`config.mk`:
```
export PLATFORM = sky130hd
export DESIGN_NAME = ios_osc_ctrl
export DESIGN_NICKNAME = d
export VERILOG_FILES = /design/src/rtl/ios_pkg.sv /design/src/rtl/ios_osc_ctrl.sv
export SDC_FILE = /design/constraint.sdc
export NUM_CORES = 1
export LEC_CHECK = 0
export ABC_AREA = 1
export BUFFER_PORTS_ARGS = -buffer_cell sky130_fd_sc_hd__clkbuf_2
export CAP_MARGIN = 40
export CORE_AREA = 8 8 176 145
export DETAILED_ROUTE_END_ITERATION = 7
export DIE_AREA = 0 0 184 153
export SETUP_SLACK_MARGIN = 0.3
export SLEW_MARGIN = 30
export SYNTH_ARGS = -nofsm -noshare
export SYNTH_HDL_FRONTEND = slang
export SYNTH_SLANG_ARGS = --single-unit
```
`constraint.sdc`:
```
create_clock -name sys_clk -period 5.1 [get_ports sys_clk]
set_clock_uncertainty 0.15 [all_clocks]
set_input_delay 0.255 -clock sys_clk [delete_from_list [all_inputs] [get_ports sys_clk]]
set_output_delay 0.255 -clock sys_clk [all_outputs]
set_load 0.02 [all_outputs]
```
`src/rtl/ios_pkg.sv`:
```
// constants for the internal oscillator select and trim block
// assumes one 125 MHz system clock; the oscillators are modelled as
// phase accumulators that issue one-cycle ticks on that clock
package ios_pkg;
    localparam longint CLK_HZ = 125_000_000;
    localparam longint HF_HZ = 16_000_000;
    localparam longint LF_HZ = 31_000;
    localparam int ACC_W = 24;
    localparam int INC_W = 26;
    // accumulator steps per system clock for each source
    localparam longint HF_INC_L = (HF_HZ * (64'h0000_0001 << ACC_W)) / CLK_HZ;
    localparam longint LF_INC_L = (LF_HZ * (64'h0000_0001 << ACC_W)) / CLK_HZ;
    localparam logic signed [INC_W-1:0] HF_INC = INC_W'(HF_INC_L);
    localparam logic [ACC_W-1:0] LF_INC = ACC_W'(LF_INC_L);
    // one trim code moves the base by 1/256 of nominal
    localparam logic signed [INC_W-1:0] TRIM_STEP = INC_W'(HF_INC_L >> 8);
    localparam int TRIM_W = 6;
    localparam logic [TRIM_W-1:0] TRIM_RESET = 6'h00;
    localparam logic [TRIM_W-1:0] TRIM_MAX_UP = 6'h1F;
    localparam logic [TRIM_W-1:0] TRIM_MAX_DOWN = 6'h20;
    // time the oscillator takes per trim code while shifting
    localparam int SLEW_NS = 1000;
    localparam int CLK_NS = 8;
    localparam int SLEW_CYC = (SLEW_NS + CLK_NS - 1) / CLK_NS;
    localparam int SEL_W = 4;
    localparam logic [SEL_W-1:0] SEL_RESET = 4'h7;
    localparam logic [SEL_W-1:0] SEL_LF_ONLY = 4'h0;
    localparam int POST_W = 9;
    // table entry: postscaler shift 0..9, or ROUTE_LF for the low source
    localparam logic [3:0] ROUTE_LF = 4'hF;
    localparam logic [3:0] SHIFT_PLL = 4'h1;
    localparam logic [63:0] ROUTE_TABLE = 64'h0134_6789_5567_89FF;
    localparam logic [2:0] CFG_INTERNAL = 3'h4;
endpackage
```
`src/rtl/ios_osc_ctrl.sv`:
```
// internal oscillator select, trim, postscaler and low-frequency source
// assumes control inputs come from logic on sys_clk (no synchronisers)
// and that ticks are used as clock enables by the core and timers
//
// Functional notes
// - trim value is a signed six-bit two's complement offset on base
// - trim register resets to zero, base runs at calibrated rate
// - 1Fh gives largest upward shift, 20h the largest downward shift
// - trim shifts the high source and the PLL together via the base
// - trim moves gradually while running; no completion flag exists
// - trim never affects the low-frequency source
// - uncalibrated 31 kHz low source times power-up, watchdog, monitor
// - low source enabled when select is 000 and source select is 1x
// - low source also enabled for low select with config 100
// - read-only ready flag is high once the running low source has produced its first tick
// - 16 MHz and 31 kHz feed postscaler and mux under four-bit select
// - high outputs are 16 MHz halved down to 31.25 kHz
// - 32 MHz only via four-times PLL on the 8 MHz output
// - every reset loads select with 0111, giving 500 kHz
// - several select codes share one table value and so give the same frequency
`timescale 1ns/1ps
module ios_osc_ctrl import ios_pkg::*; #(
    parameter logic [63:0] ROUTE_MAP = ROUTE_TABLE
) (
    // clock and reset
    input wire logic sys_clk,
    input wire logic rst,
    input wire logic clk_en,
    // software control
    input wire logic trim_wr,
    input wire logic [TRIM_W-1:0] trim_wdata,
    input wire logic sel_wr,
    input wire logic [SEL_W-1:0] sel_wdata,
    input wire logic [1:0] system_clock_source_select,
    input wire logic [2:0] config_osc_select,
    input wire logic pll_enable,
    input wire logic lf_timer_req,
    // status
    output logic [TRIM_W-1:0] osc_trim_value,
    output logic [SEL_W-1:0] internal_freq_select,
    output logic low_freq_ready_flag,
    // clock ticks and pll status
    output logic high_freq_tick,
    output logic low_freq_tick,
    output logic sys_osc_tick,
    output logic pll_active
);
    typedef struct packed {
        logic [TRIM_W-1:0] trim_target;
        logic signed [TRIM_W-1:0] trim_applied;
        logic [7:0] slew_cnt;
        logic [SEL_W-1:0] sel;
        logic [ACC_W-1:0] hf_acc;
        logic [ACC_W-1:0] pll_acc;
        logic [ACC_W-1:0] lf_acc;
        logic [POST_W-1:0] post_cnt;
        logic lf_en;
        logic lf_ready;
        logic hf_tick;
        logic lf_tick;
        logic osc_tick;
        logic pll_on;
    } ios_state_t;

    ios_state_t s_reg;
    ios_state_t s_next;

    logic signed [INC_W-1:0] hf_inc;
    logic signed [INC_W-1:0] pll_inc;
    logic [ACC_W:0] hf_sum;
    logic [ACC_W:0] pll_sum;
    logic [ACC_W:0] lf_sum;
    logic [3:0] route;
    logic [POST_W-1:0] post_mask;
    logic post_hit;
    logic lf_want;

    always_comb begin
        s_next = s_reg;
        // trim is signed: 1Fh pushes hardest up, 20h hardest down
        hf_inc = HF_INC + TRIM_STEP * INC_W'(s_reg.trim_applied);
        pll_inc = INC_W'(hf_inc <<< 1);
        hf_sum = {1'b0, s_reg.hf_acc} + {1'b0, hf_inc[ACC_W-1:0]};
        pll_sum = {1'b0, s_reg.pll_acc} + {1'b0, pll_inc[ACC_W-1:0]};
        // low source has a fixed step, no trim term in it
        lf_sum = {1'b0, s_reg.lf_acc} + {1'b0, LF_INC};
        route = ROUTE_MAP[4*s_reg.sel +: 4];
        post_mask = POST_W'((10'h001 << route) - 10'h001);
        post_hit = (s_reg.post_cnt & post_mask) == post_mask;
        lf_want = (s_reg.sel == SEL_LF_ONLY && system_clock_source_select[1])
            || (route == ROUTE_LF && config_osc_select == CFG_INTERNAL)
            || lf_timer_req;

        if (trim_wr) begin
            s_next.trim_target = trim_wdata;
        end
        if (sel_wr) begin
            s_next.sel = sel_wdata;
        end

        // applied trim walks one code per slew period; nothing reports arrival
        if (s_reg.trim_applied != signed'(s_reg.trim_target)) begin
            if (s_reg.slew_cnt == 8'h00) begin
                s_next.slew_cnt = 8'(SLEW_CYC - 1);
                if (s_reg.trim_applied < signed'(s_reg.trim_target)) begin
                    s_next.trim_applied = s_reg.trim_applied + 6'sh01;
                end else begin
                    s_next.trim_applied = s_reg.trim_applied - 6'sh01;
                end
            end else begin
                s_next.slew_cnt = s_reg.slew_cnt - 8'h01;
            end
        end else begin
            s_next.slew_cnt = 8'(SLEW_CYC - 1);
        end

        // base feeds the high source and the PLL alike
        s_next.hf_acc = hf_sum[ACC_W-1:0];
        s_next.hf_tick = hf_sum[ACC_W];
        s_next.pll_acc = pll_sum[ACC_W-1:0];
        if (hf_sum[ACC_W]) begin
            s_next.post_cnt = s_reg.post_cnt + 9'h001;
        end

        s_next.lf_en = lf_want;
        if (s_reg.lf_en) begin
            s_next.lf_acc = lf_sum[ACC_W-1:0];
            s_next.lf_tick = lf_sum[ACC_W];
        end else begin
            s_next.lf_acc = '0;
            s_next.lf_tick = 1'b0;
        end
        // ready only once a real low tick has been produced
        if (!s_reg.lf_en) begin
            s_next.lf_ready = 1'b0;
        end else if (s_reg.lf_tick) begin
            s_next.lf_ready = 1'b1;
        end

        // 32 MHz only when the 8 MHz tap is chosen and the PLL is on
        s_next.pll_on = pll_enable && route == SHIFT_PLL;
        s_next.osc_tick = 1'b0;
        if (system_clock_source_select[1]) begin
            if (route == ROUTE_LF) begin
                s_next.osc_tick = s_reg.lf_tick;
            end else if (s_reg.pll_on) begin
                s_next.osc_tick = pll_sum[ACC_W];
            end else begin
                s_next.osc_tick = s_reg.hf_tick && post_hit;
            end
        end
    end

    always_ff @(posedge sys_clk or posedge rst) begin
        if (rst) begin
            s_reg <= '0;
            s_reg.trim_target <= TRIM_RESET;
            s_reg.trim_applied <= signed'(TRIM_RESET);
            s_reg.sel <= SEL_RESET;
        end else if (clk_en) begin
            s_reg <= s_next;
        end
    end

    assign osc_trim_value = s_reg.trim_target;
    assign internal_freq_select = s_reg.sel;
    assign low_freq_ready_flag = s_reg.lf_ready;
    assign high_freq_tick = s_reg.hf_tick;
    assign low_freq_tick = s_reg.lf_tick;
    assign sys_osc_tick = s_reg.osc_tick;
    assign pll_active = s_reg.pll_on;

    localparam int SLEW_BOUND = 126;
endmodule

```
==> reports/qor.yml, run 1 <==
drt:
  vias_per_cell: 4.95
  firstDrtPassIters: 5
  drtIter0Drc: 541
  wl_per_cell_um: 13.6
  drtAntennaViolNets: 0
  drc: 0
  num_vias: 8221
  totalWireLength_um: 22600
floorplanning:
  die_height_um: 153
  initial_core_util: 0.389
  num_io_pins: 37
  dieArea_um2: 28200
  rows: 50
  core_region_area_um2: 22800
  dieWidth_um: 184
setup_path:
  crit_buf_inv: 7
  cp_top_family: "adder cells"
  r2r_slack_ps: 70
  reg2reg_from: "s_reg[104]"
  criticalPathCategory: "reg2reg"
  r2r_end: "high_freq_tick"
  slowest_stage: "fa_1"
  end_kind: "flop"
  worst_ep_required_time_ps: 5210
  worst_path_most_repeated_cell: "nand2_2"
  max_stage_delay_ps: 540
  rr_worst_depth: 28
  crit_path_max_fanout: 8
  crit_arrival_ps: 5140
  start_kind: "flop"
logic_synthesis:
  synth_edf_count: 0
  synthTopCellsByArea: "dfrtp_1 (29%), ha_1 (14%), nand2_1 (12%)"
  synth_area_um2: 8860
  ys_top_cells_by_count: "nand2_1 (280), inv_1 (150), nor2_1 (102), dfrtp_1 (101), ha_1 (101)"
  yosysTopAreaCellShare: 0.285
  synthArstFlopShare: 1.00
  synth_flop_cell: "dfrtp_1"
  synth_top_area_cell: "dfrtp_1"
  syn_area_per_cell_um2: 7.26
  syn_inst: 1220
  yosys_warnings: 0
  ys_seq_area_frac: 0.294
  synth.net_count: 1349
  synth_cell_types: 50
  synth-seq-cells: 104
  yosys.cell_count.top_type: "nand2_1"
layout:
  n_antenna_cell: 0
  register_area_um2: 2610
  final_area_um2: 11500
  drive_above_1_share: 0.273
  multiInputGateArea_um2: 6490
  syn2layout_area_growth_pct: 29.6
  final_nets: 1474
  largest_reg_flops: 89
  fin_cells: 1662
  n_fill_cell: 2233
  final_util: 0.504
clocking:
  clock_latency_ps: 360
  cts_buffers: 9
  cts-root-buf: "clkbuf_16"
  clk_path_buf_depth: 2
  clkTransAtPathRegs_ps: 80
  cts_sinks: 104
  tritoncts: "yes"
  htreeDepth: 3
grt:
  grt_pass1_vias: 7962
  grt_max_degree: 53
  antenna_found_initial: 0
  grt_pass1_wl_um: 37800
  grt_overflow: 0
  grt_usage: 0.160
worst_hold_path:
  hold_end: "s_reg[5]"
  holdCritPathClass: "in2reg"
  worstHoldStart: "system_clock_source_select[1]"
  holdPathStages: 3
outcome:
  status: "finished, final reports clean"
timing:
  grt_setup_unrepaired: "true"
  relSlewSlack: 0.553
  slew_viol_final: 0
  worst_slew_pin_slew_ps: 669
  whs_ps: 24.9
  fin_crit_sh: 0.987
  hold_viol: 0
  fin_ws_ps: 65.3
  fmax_mhz: 199
  setup_violations: 0
  period_needed_ps: 5030
power_and_ir_drop:
  ir_worst_vdd_v: 0.000265
  powerDensity_nw_per_um2: 385
  p_leak_uw: 0.00565
job:
  drv_cap: 0
placed_design:
  dpl_worst_slack_ps: -133
  hpwl_um: 16800
  gp_congestion: 0.845
  port_buffers: 35
  dp.cells: 1613
  placed_cell_area_um2: 9890
==> layer usage <==
layer | global-route usage | share of wire | vias to the layer above
li1 | - | - | 4269
met1 | 0.227 | 0.51 | 3845
met2 | 0.250 | 0.45 | 91
met3 | 0.0291 | 0.028 | 16
met4 | 0.0303 | 0.0084 | 0
met5 | 0 | 0 | -
==> final cells by class <==
cell class                      instances  share of cell area
Clock buffer                            9              0.0196
Clock inverter                          7             0.00850
Multi-Input combinational cell        930               0.565
Timing Repair Buffer                  139              0.0925
Sequential cell                       104               0.227
Inverter                              161              0.0531
Tap cell                              312              0.0340
==> worst min-delay path, stage by stage <==
cell      delay (ps)
clkbuf_2          90
nand4_1           80
a31oi_1           70
==> cell families (layout without fill, tap and decap cells) <==
family	Yosys count	after routing	share of synthesized area
AO/OA/AOI/OAI	227	227	0.144
XOR/XNOR	50	50	0.0503
adder cells (fa/ha/maj)	107	107	0.156
buffers and inverters	186	316	0.0839
flip-flops	104	104	0.294
multiplexers	1	1	0.00127
AND/OR/NAND/NOR	545	545	0.270
==> report_power, final <==
group | total, µW | internal [µW] | leakage, µW | switching [µW]
clock | 757 | 396 | 0.000157 | 361
sequential | 1320 | 1080 | 0.00126 | 239
combinational | 2340 | 1010 | 0.00423 | 1330
total | 4420 | 2490 | 0.00565 | 1930
==> per-stage QoR <==
| step | setup TNS [ps] | power (µW) |
|---|---|---|
| floorplan | 0 | 2700 |
| global placement | -518 | 3210 |
| detailed placement | -1410 | 3250 |
| CTS | 0 | 4180 |
| global route | -2310 | 4820 |
| finish | 0 | 4420 |
==> cell usage in the layout, fill, tap and decap left out, drive strengths merged, types with 44 or more instances in the layout <==
cell type	n
buf	91
dfrtp	101
o21ai	83
nand2	294
nor2	113
inv	164
ha	101
clkbuf	44
nand3	70
a21oi	101
==> worst max path at each step <==
stage	cells past startpoint	to	from	slack, ps
after floorplan	28	s_reg[10]	s_reg[102]	300
after global placement	25	s_reg[10]	s_reg[102]	-60
after detailed placement	29	s_reg[7]	s_reg[102]	-130
after CTS	32	s_reg[8]	s_reg[102]	100
after global routing	30	s_reg[59]	s_reg[104]	-160
final	28	high_freq_tick	s_reg[104]	70
==> repair_timing <==
action / in CTS / in global routing
hold buffers: 13 / 0
hold endpoints to repair: 35 / 0
gates resized for setup: 86 / 124
pin swaps: 39 / 78
setup buffers: 11 / 9
setup endpoints to repair: 30 / 32
cloned: 0 / 0
(Power assumes the default switching activity.)
==> inputs of run 2 (changes only) <==
--- a/config.mk
+++ b/config.mk
@@ -13,3 +13,5 @@
 export DIE_AREA = 0 0 184 153
+export PLACE_DENSITY = 0.68
 export SETUP_SLACK_MARGIN = 0.3
+export SKIP_LAST_GASP = 1
 export SLEW_MARGIN = 30
==> constraint.sdc (replaced) <==
create_clock -name sys_clk -period 5.1 [get_ports sys_clk]
set_clock_uncertainty 0.15 [all_clocks]
set_input_delay 1.02 -clock sys_clk [delete_from_list [all_inputs] [get_ports sys_clk]]
set_output_delay 1.02 -clock sys_clk [all_outputs]
set_load 0.02 [all_outputs]
==> reports/qor.yml, run 2 (synthesis results as in run 1) <==
timing:
  fin_crit_sh: 0.995  # was 0.987
  grt_setup_unrepaired: "true"  # unchanged
  period_needed_ps: 5070  # was 5030 ps
  setup_violations: 0  # unchanged
  hold_viol: 0  # unchanged
  fmax_mhz: 197  # was 199 MHz
  fin_ws_ps: 25.0  # was 65.3 ps
  slew_viol_final: 0  # unchanged
  relSlewSlack: 0.582  # was 0.553
  worst_slew_pin_slew_ps: 625  # was 669 ps
clocking:
  htreeDepth: 3  # unchanged
  clk_path_buf_depth: 2  # unchanged
  clock_latency_ps: 360  # about the same
  cts-root-buf: "clkbuf_16"  # unchanged
  cts_buffers: 9  # unchanged
  clkTransAtPathRegs_ps: 80  # about the same
  cts_sinks: 104  # unchanged
  tritoncts: "yes"  # unchanged
layout:
  fin_cells: 1648  # was 1662
  syn2layout_area_growth_pct: 28.6  # was 29.6%
  final_nets: 1460  # was 1474
  final_area_um2: 11400  # was 11500 µm²
  largest_reg_flops: 89  # unchanged
  n_antenna_cell: 0  # unchanged
  final_common_cell: "nand2_1"  # unchanged
  drive_above_1_share: 0.274  # was 0.273
  final_cell_mix: "nand2_1 (248), inv_1 (138), dfrtp_1 (99), nor2_1 (92), buf_4 (78)"  # was nand2_1 (253), inv_1 (136), dfrtp_1 (99), nor2_1 (86), buf_4 (76)
power_and_ir_drop:
  powerDensity_nw_per_um2: 387  # was 385 nW/µm²
  ir_worst_vdd_v: 0.000229  # was 0.000265 V
  p_total_uw: 4410  # was 4420 µW
  p_leak_uw: 0.00556  # was 0.00565 µW
placed_design:
  dpl_worst_slack_ps: -97.5  # was -133 ps
  placed_cell_area_um2: 9850  # was 9890 µm²
  gp_congestion: 0.896  # was 0.845
  dp.cells: 1609  # was 1613
  hpwl_um: 16100  # was 16800 µm
  port_buffers: 35  # unchanged
drt:
  firstDrtPassIters: 6  # was 5
  drtIter0Drc: 475  # was 541
  wl_per_cell_um: 13.6  # about the same
  vias_per_cell: 4.99  # was 4.95
  drtAntennaViolNets: 0  # unchanged
  num_vias: 8222  # was 8221
  totalWireLength_um: 22400  # was 22600 µm
  drc: 0  # unchanged
floorplanning:
  dieArea_um2: 28200  # unchanged
  initial_core_util: 0.389  # unchanged
  die_height_um: 153  # unchanged
  rows: 50  # unchanged
  num_io_pins: 37  # unchanged
  core_region_area_um2: 22800  # unchanged
  dieWidth_um: 184  # unchanged
setup_path:
  crit_path_max_fanout: 5  # was 8
  criticalPathCategory: "reg2reg"  # unchanged
  crit_arrival_ps: 5170  # was 5140 ps
  end_kind: "flop"  # unchanged
  worst_ep_required_time_ps: 5200  # was 5210 ps
  start_kind: "flop"  # unchanged
grt:
  grt-busiest-layer: "met2"  # unchanged
  grt_overflow: 0  # unchanged
  grt_usage: 0.155  # was 0.160
  met3_usage: 0.0265  # was 0.0291
  grt_pass1_vias: 7745  # was 7962
  antenna_found_initial: 0  # unchanged
  grt_max_degree: 79  # was 53
  use_met1: 0.210  # was 0.227
  gr-usage-met2: 0.253  # was 0.250
  grt_pass1_wl_um: 36600  # was 37800 µm
outcome:
  status: "finished, final reports clean"  # unchanged
job:
  drv_cap: 0  # unchanged
worst_hold_path:
  holdCritPathClass: "reg2reg"  # was in2reg
==> run 2: changes by cell type in the layout (fill, tap and decap cells not counted), sizes merged <==
cell	delta
clkinv	-1
dlygate4sd3	-13
buf	-1
clkinvlp	+1
inv	+1
bufinv	-1
==> run 2: path summary, 6_finish.rpt <==
check / startpoint / endpoint / slack (ps) / cells past startpoint
worst min-delay path: s_reg[14] / s_reg[14] / 320 / 1
worst min register to register: s_reg[14] / s_reg[14] / 320 / 1
min in group asynchronous: rst / s_reg[26] / 500 / 2
worst max-delay path: s_reg[102] / s_reg[81] / 30 / 24
worst max register to register: s_reg[102] / s_reg[81] / 30 / 24
max in group asynchronous: rst / osc_trim_value[2] / 3610 / 3
==> run 2: stage by stage <==
step | hold slack [ps] | utilization | setup TNS (ps)
2_1_floorplan | 291 | - | 0
3_3_place_gp | 310 | 0.432 | -364
3_5_place_dp | 310 | 0.432 | -1010
4_1_cts | 324 | 0.477 | 0
5_1_grt | 346 | 0.500 | -2580
6_report | 317 | 0.500 | 0
==> run 2: routing by layer <==
layer | up-vias | wire length, µm
li1 | 4240 | -
met1 | 3801 | 10700
met5 | - | 0
met4 | 0 | 325
met2 | 154 | 10500
met3 | 27 | 894
==> run 2: repair_timing <==
action | CTS | global route
buffers inserted | 13 | 9
gates resized for setup | 119 | 93
hold buffers | 0 | 0
setup endpoints to repair | 31 | 32
pin swaps | 46 | 37
==> run 2: final cells by class <==
type / instances / area (µm²)
Tap cell: 312 / 390
Inverter: 161 / 614
Timing Repair Buffer: 125 / 922
Clock inverter: 7 / 72.6
Multi-Input combinational cell: 930 / 6560
Sequential cell: 104 / 2610
Fill cell: 2106 / 11400
Clock buffer: 9 / 225
==> run 2: power by group <==
part	switching (µW)	internal (µW)
combinational	1360	1030
clock	360	347
sequential	231	1080
==> run 2: critical path, stage by stage (launching register included) <==
cell and delay, ps:
dfrtp_2 440, fa_1 530, ha_2 190, inv_2 40
fa_1 490, inv_2 50, ha_4 240, ha_4 250
a21oi_4 180, nand2_2 100, nand2_4 90, buf_6 100
nand2_4 50, nor3_4 270, buf_6 160, xor2_4 230
ha_4 270, a21oi_2 190, buf_4 140, nand2_1 50
a21oi_1 190, nand3_2 130, or2_2 300, nand3_1 70
nand2_1 60
==> inputs of run 3 (changes only) <==
--- a/config.mk
+++ b/config.mk
@@ -13,3 +13,3 @@
 export DIE_AREA = 0 0 184 153
-export PLACE_DENSITY = 0.68
+export PLACE_DENSITY = 0.53
 export SETUP_SLACK_MARGIN = 0.3
==> constraint.sdc (replaced) <==
create_clock -name sys_clk -period 5.1 [get_ports sys_clk]
set_clock_uncertainty 0.15 [all_clocks]
set_input_delay 0.255 -clock sys_clk [delete_from_list [all_inputs] [get_ports sys_clk]]
set_output_delay 0.255 -clock sys_clk [all_outputs]
set_load 0.02 [all_outputs]
==> reports/qor.yml, run 3 (synthesis results as in run 1) <==
timing:
  fin_crit_sh: 0.987  # was 0.995
  relSlewSlack: 0.514  # was 0.582
  period_needed_ps: 5030  # was 5070 ps
  whs_ps: 24.0  # was 317 ps
  setup_violations: 0  # unchanged
  fmax_mhz: 199  # was 197 MHz
  worst_slew_pin_slew_ps: 730  # was 625 ps
  hold_viol: 0  # unchanged
  slew_viol_final: 0  # unchanged
  fin_setup_tns_ps: 0  # unchanged
  grt_setup_unrepaired: "true"  # unchanged
floorplanning:
  core_region_area_um2: 22800  # unchanged
  num_io_pins: 37  # unchanged
  rows: 50  # unchanged
  initial_core_util: 0.389  # unchanged
  die_height_um: 153  # unchanged
  dieWidth_um: 184  # unchanged
  dieArea_um2: 28200  # unchanged
grt:
  grt_usage: 0.165  # was 0.155
  antenna_found_initial: 0  # unchanged
  grt_overflow: 0  # unchanged
  grt_max_degree: 67  # was 79
  grt_pass1_vias: 7896  # was 7745
  grt_pass1_wl_um: 38400  # was 36600 µm
clocking:
  htreeDepth: 3  # unchanged
  clock_latency_ps: 370  # was 360 ps
  clk_path_buf_depth: 2  # unchanged
  cts_buffers: 9  # unchanged
  cts-root-buf: "clkbuf_16"  # unchanged
  clkTransAtPathRegs_ps: 70  # was 80 ps
  tritoncts: "yes"  # unchanged
  cts_sinks: 104  # unchanged
power_and_ir_drop:
  powerDensity_nw_per_um2: 378  # was 387 nW/µm²
  p_leak_uw: 0.00568  # was 0.00556 µW
  ir_worst_vdd_v: 0.000214  # was 0.000229 V
setup_path:
  crit_path_max_fanout: 8  # was 5
  worst-path-stages: 29  # was 24
  crit_end: "s_reg[12]"  # was s_reg[81]
  reg2reg_from: "s_reg[104]"  # was s_reg[102]
  max_stage_delay_ps: 460  # was 530 ps
  slowest_stage: "dfrtp_2"  # was fa_1
  rr_worst_depth: 29  # was 24
  r2r_end: "s_reg[12]"  # was s_reg[81]
  crit_arrival_ps: 5170  # about the same
  end_kind: "flop"  # unchanged
  cp_top_family: "adder cells"  # unchanged
  r2r_slack_ps: 70  # was 30 ps
  criticalPathCategory: "reg2reg"  # unchanged
  start_kind: "flop"  # unchanged
  crit_buf_inv: 4  # was 5
  crit_start: "s_reg[104]"  # was s_reg[102]
  worst_ep_required_time_ps: 5240  # was 5200 ps
  worst_path_most_repeated_cell: "nand3_2"  # was ha_4
layout:
  final_common_cell: "nand2_1"  # unchanged
  final_area_um2: 11600  # was 11400 µm²
  syn2layout_area_growth_pct: 31.0  # was 28.6%
  drive_above_1_share: 0.281  # was 0.274
  final_util: 0.510  # was 0.500
  final_cell_mix: "nand2_1 (252), inv_1 (136), dfrtp_1 (99), buf_4 (91), nor2_1 (89)"  # was nand2_1 (248), inv_1 (138), dfrtp_1 (99), nor2_1 (92), buf_4 (78)
  n_antenna_cell: 0  # unchanged
  final_nets: 1482  # was 1460
  largest_reg_flops: 89  # unchanged
worst_hold_path:
  worstHoldStart: "system_clock_source_select[1]"  # was s_reg[14]
  holdCritPathClass: "in2reg"  # was reg2reg
drt:
  totalWireLength_um: 22800  # was 22400 µm
  drc: 0  # unchanged
  drtAntennaViolNets: 0  # unchanged
  num_vias: 8192  # was 8222
  drtIter0Drc: 342  # was 475
  vias_per_cell: 4.91  # was 4.99
  wl_per_cell_um: 13.6  # about the same
  firstDrtPassIters: 5  # was 6
placed_design:
  gp_congestion: 0.846  # was 0.896
  port_buffers: 35  # unchanged
  placed_cell_area_um2: 9910  # was 9850 µm²
  hpwl_um: 16900  # was 16100 µm
outcome:
  status: "finished, final reports clean"  # unchanged
job:
  drv_cap: 0  # unchanged
[run 3: cell count changes in the layout (fill, tap and decap cells not counted), sizes merged]
cell / before / now
clkbuf: 44 / 46
buf: 90 / 99
dlygate4sd3: 0 / 13
inv: 165 / 163
[run 3: per-stage QoR]
stage | total power, µW | worst slack [ps] | cells
5_1_grt | 4800 | -180 | 1670
2_1_floorplan | 2700 | 300 | 1220
4_1_cts | 4250 | 105 | 1658
6_report | 4390 | 67.1 | 1670
3_5_place_dp | 3230 | -145 | 1617
3_3_place_gp | 3210 | -86.2 | 1617
[run 3: routing by layer]
layer	track usage	vias to the layer above	routed length, µm
li1	-	4290	-
met4	0.0372	0	221
met1	0.237	3804	11800
met2	0.252	84	10100
met3	0.0301	14	647
met5	0	-	0
[run 3: timing repair]
action / 4_1_cts / 5_1_grt
endpoints found under the setup margin: 31 / 33
gates resized for setup: 146 / 76
pin swaps: 65 / 63
hold endpoints to repair: 68 / 0
setup buffers: 12 / 11
hold buffers: 13 / 0
[run 3: worst min-delay path, cell delays in order]
cell and delay [ps]:
clkbuf_2 90, nand4_1 80, a31oi_1 70
[run 3: worst min path at each step]
stage                                    to  slack (ps)  cells after the start
finish                             s_reg[5]          20                      3
CTS                                s_reg[5]          10                      3
detailed placement                 s_reg[5]         300                      2
global placement                   s_reg[5]         290                      2
floorplan           internal_freq_select[0]         240                      2
global route                       s_reg[5]          30                      3
[run 3: where the power goes]
part | total, µW | switching [µW] | internal (µW)
clock | 688 | 339 | 349
sequential | 1310 | 236 | 1080
combinational | 2390 | 1350 | 1040
[run 3: layout make-up]
class                           count  area, µm²
Sequential cell                   104       2610
Fill cell                        2241      11200
Inverter                          161        617
Clock inverter                      5       38.8
Tap cell                          312        390
Timing Repair Buffer              147       1090
Clock buffer                       11        243
Multi-Input combinational cell    930       6620
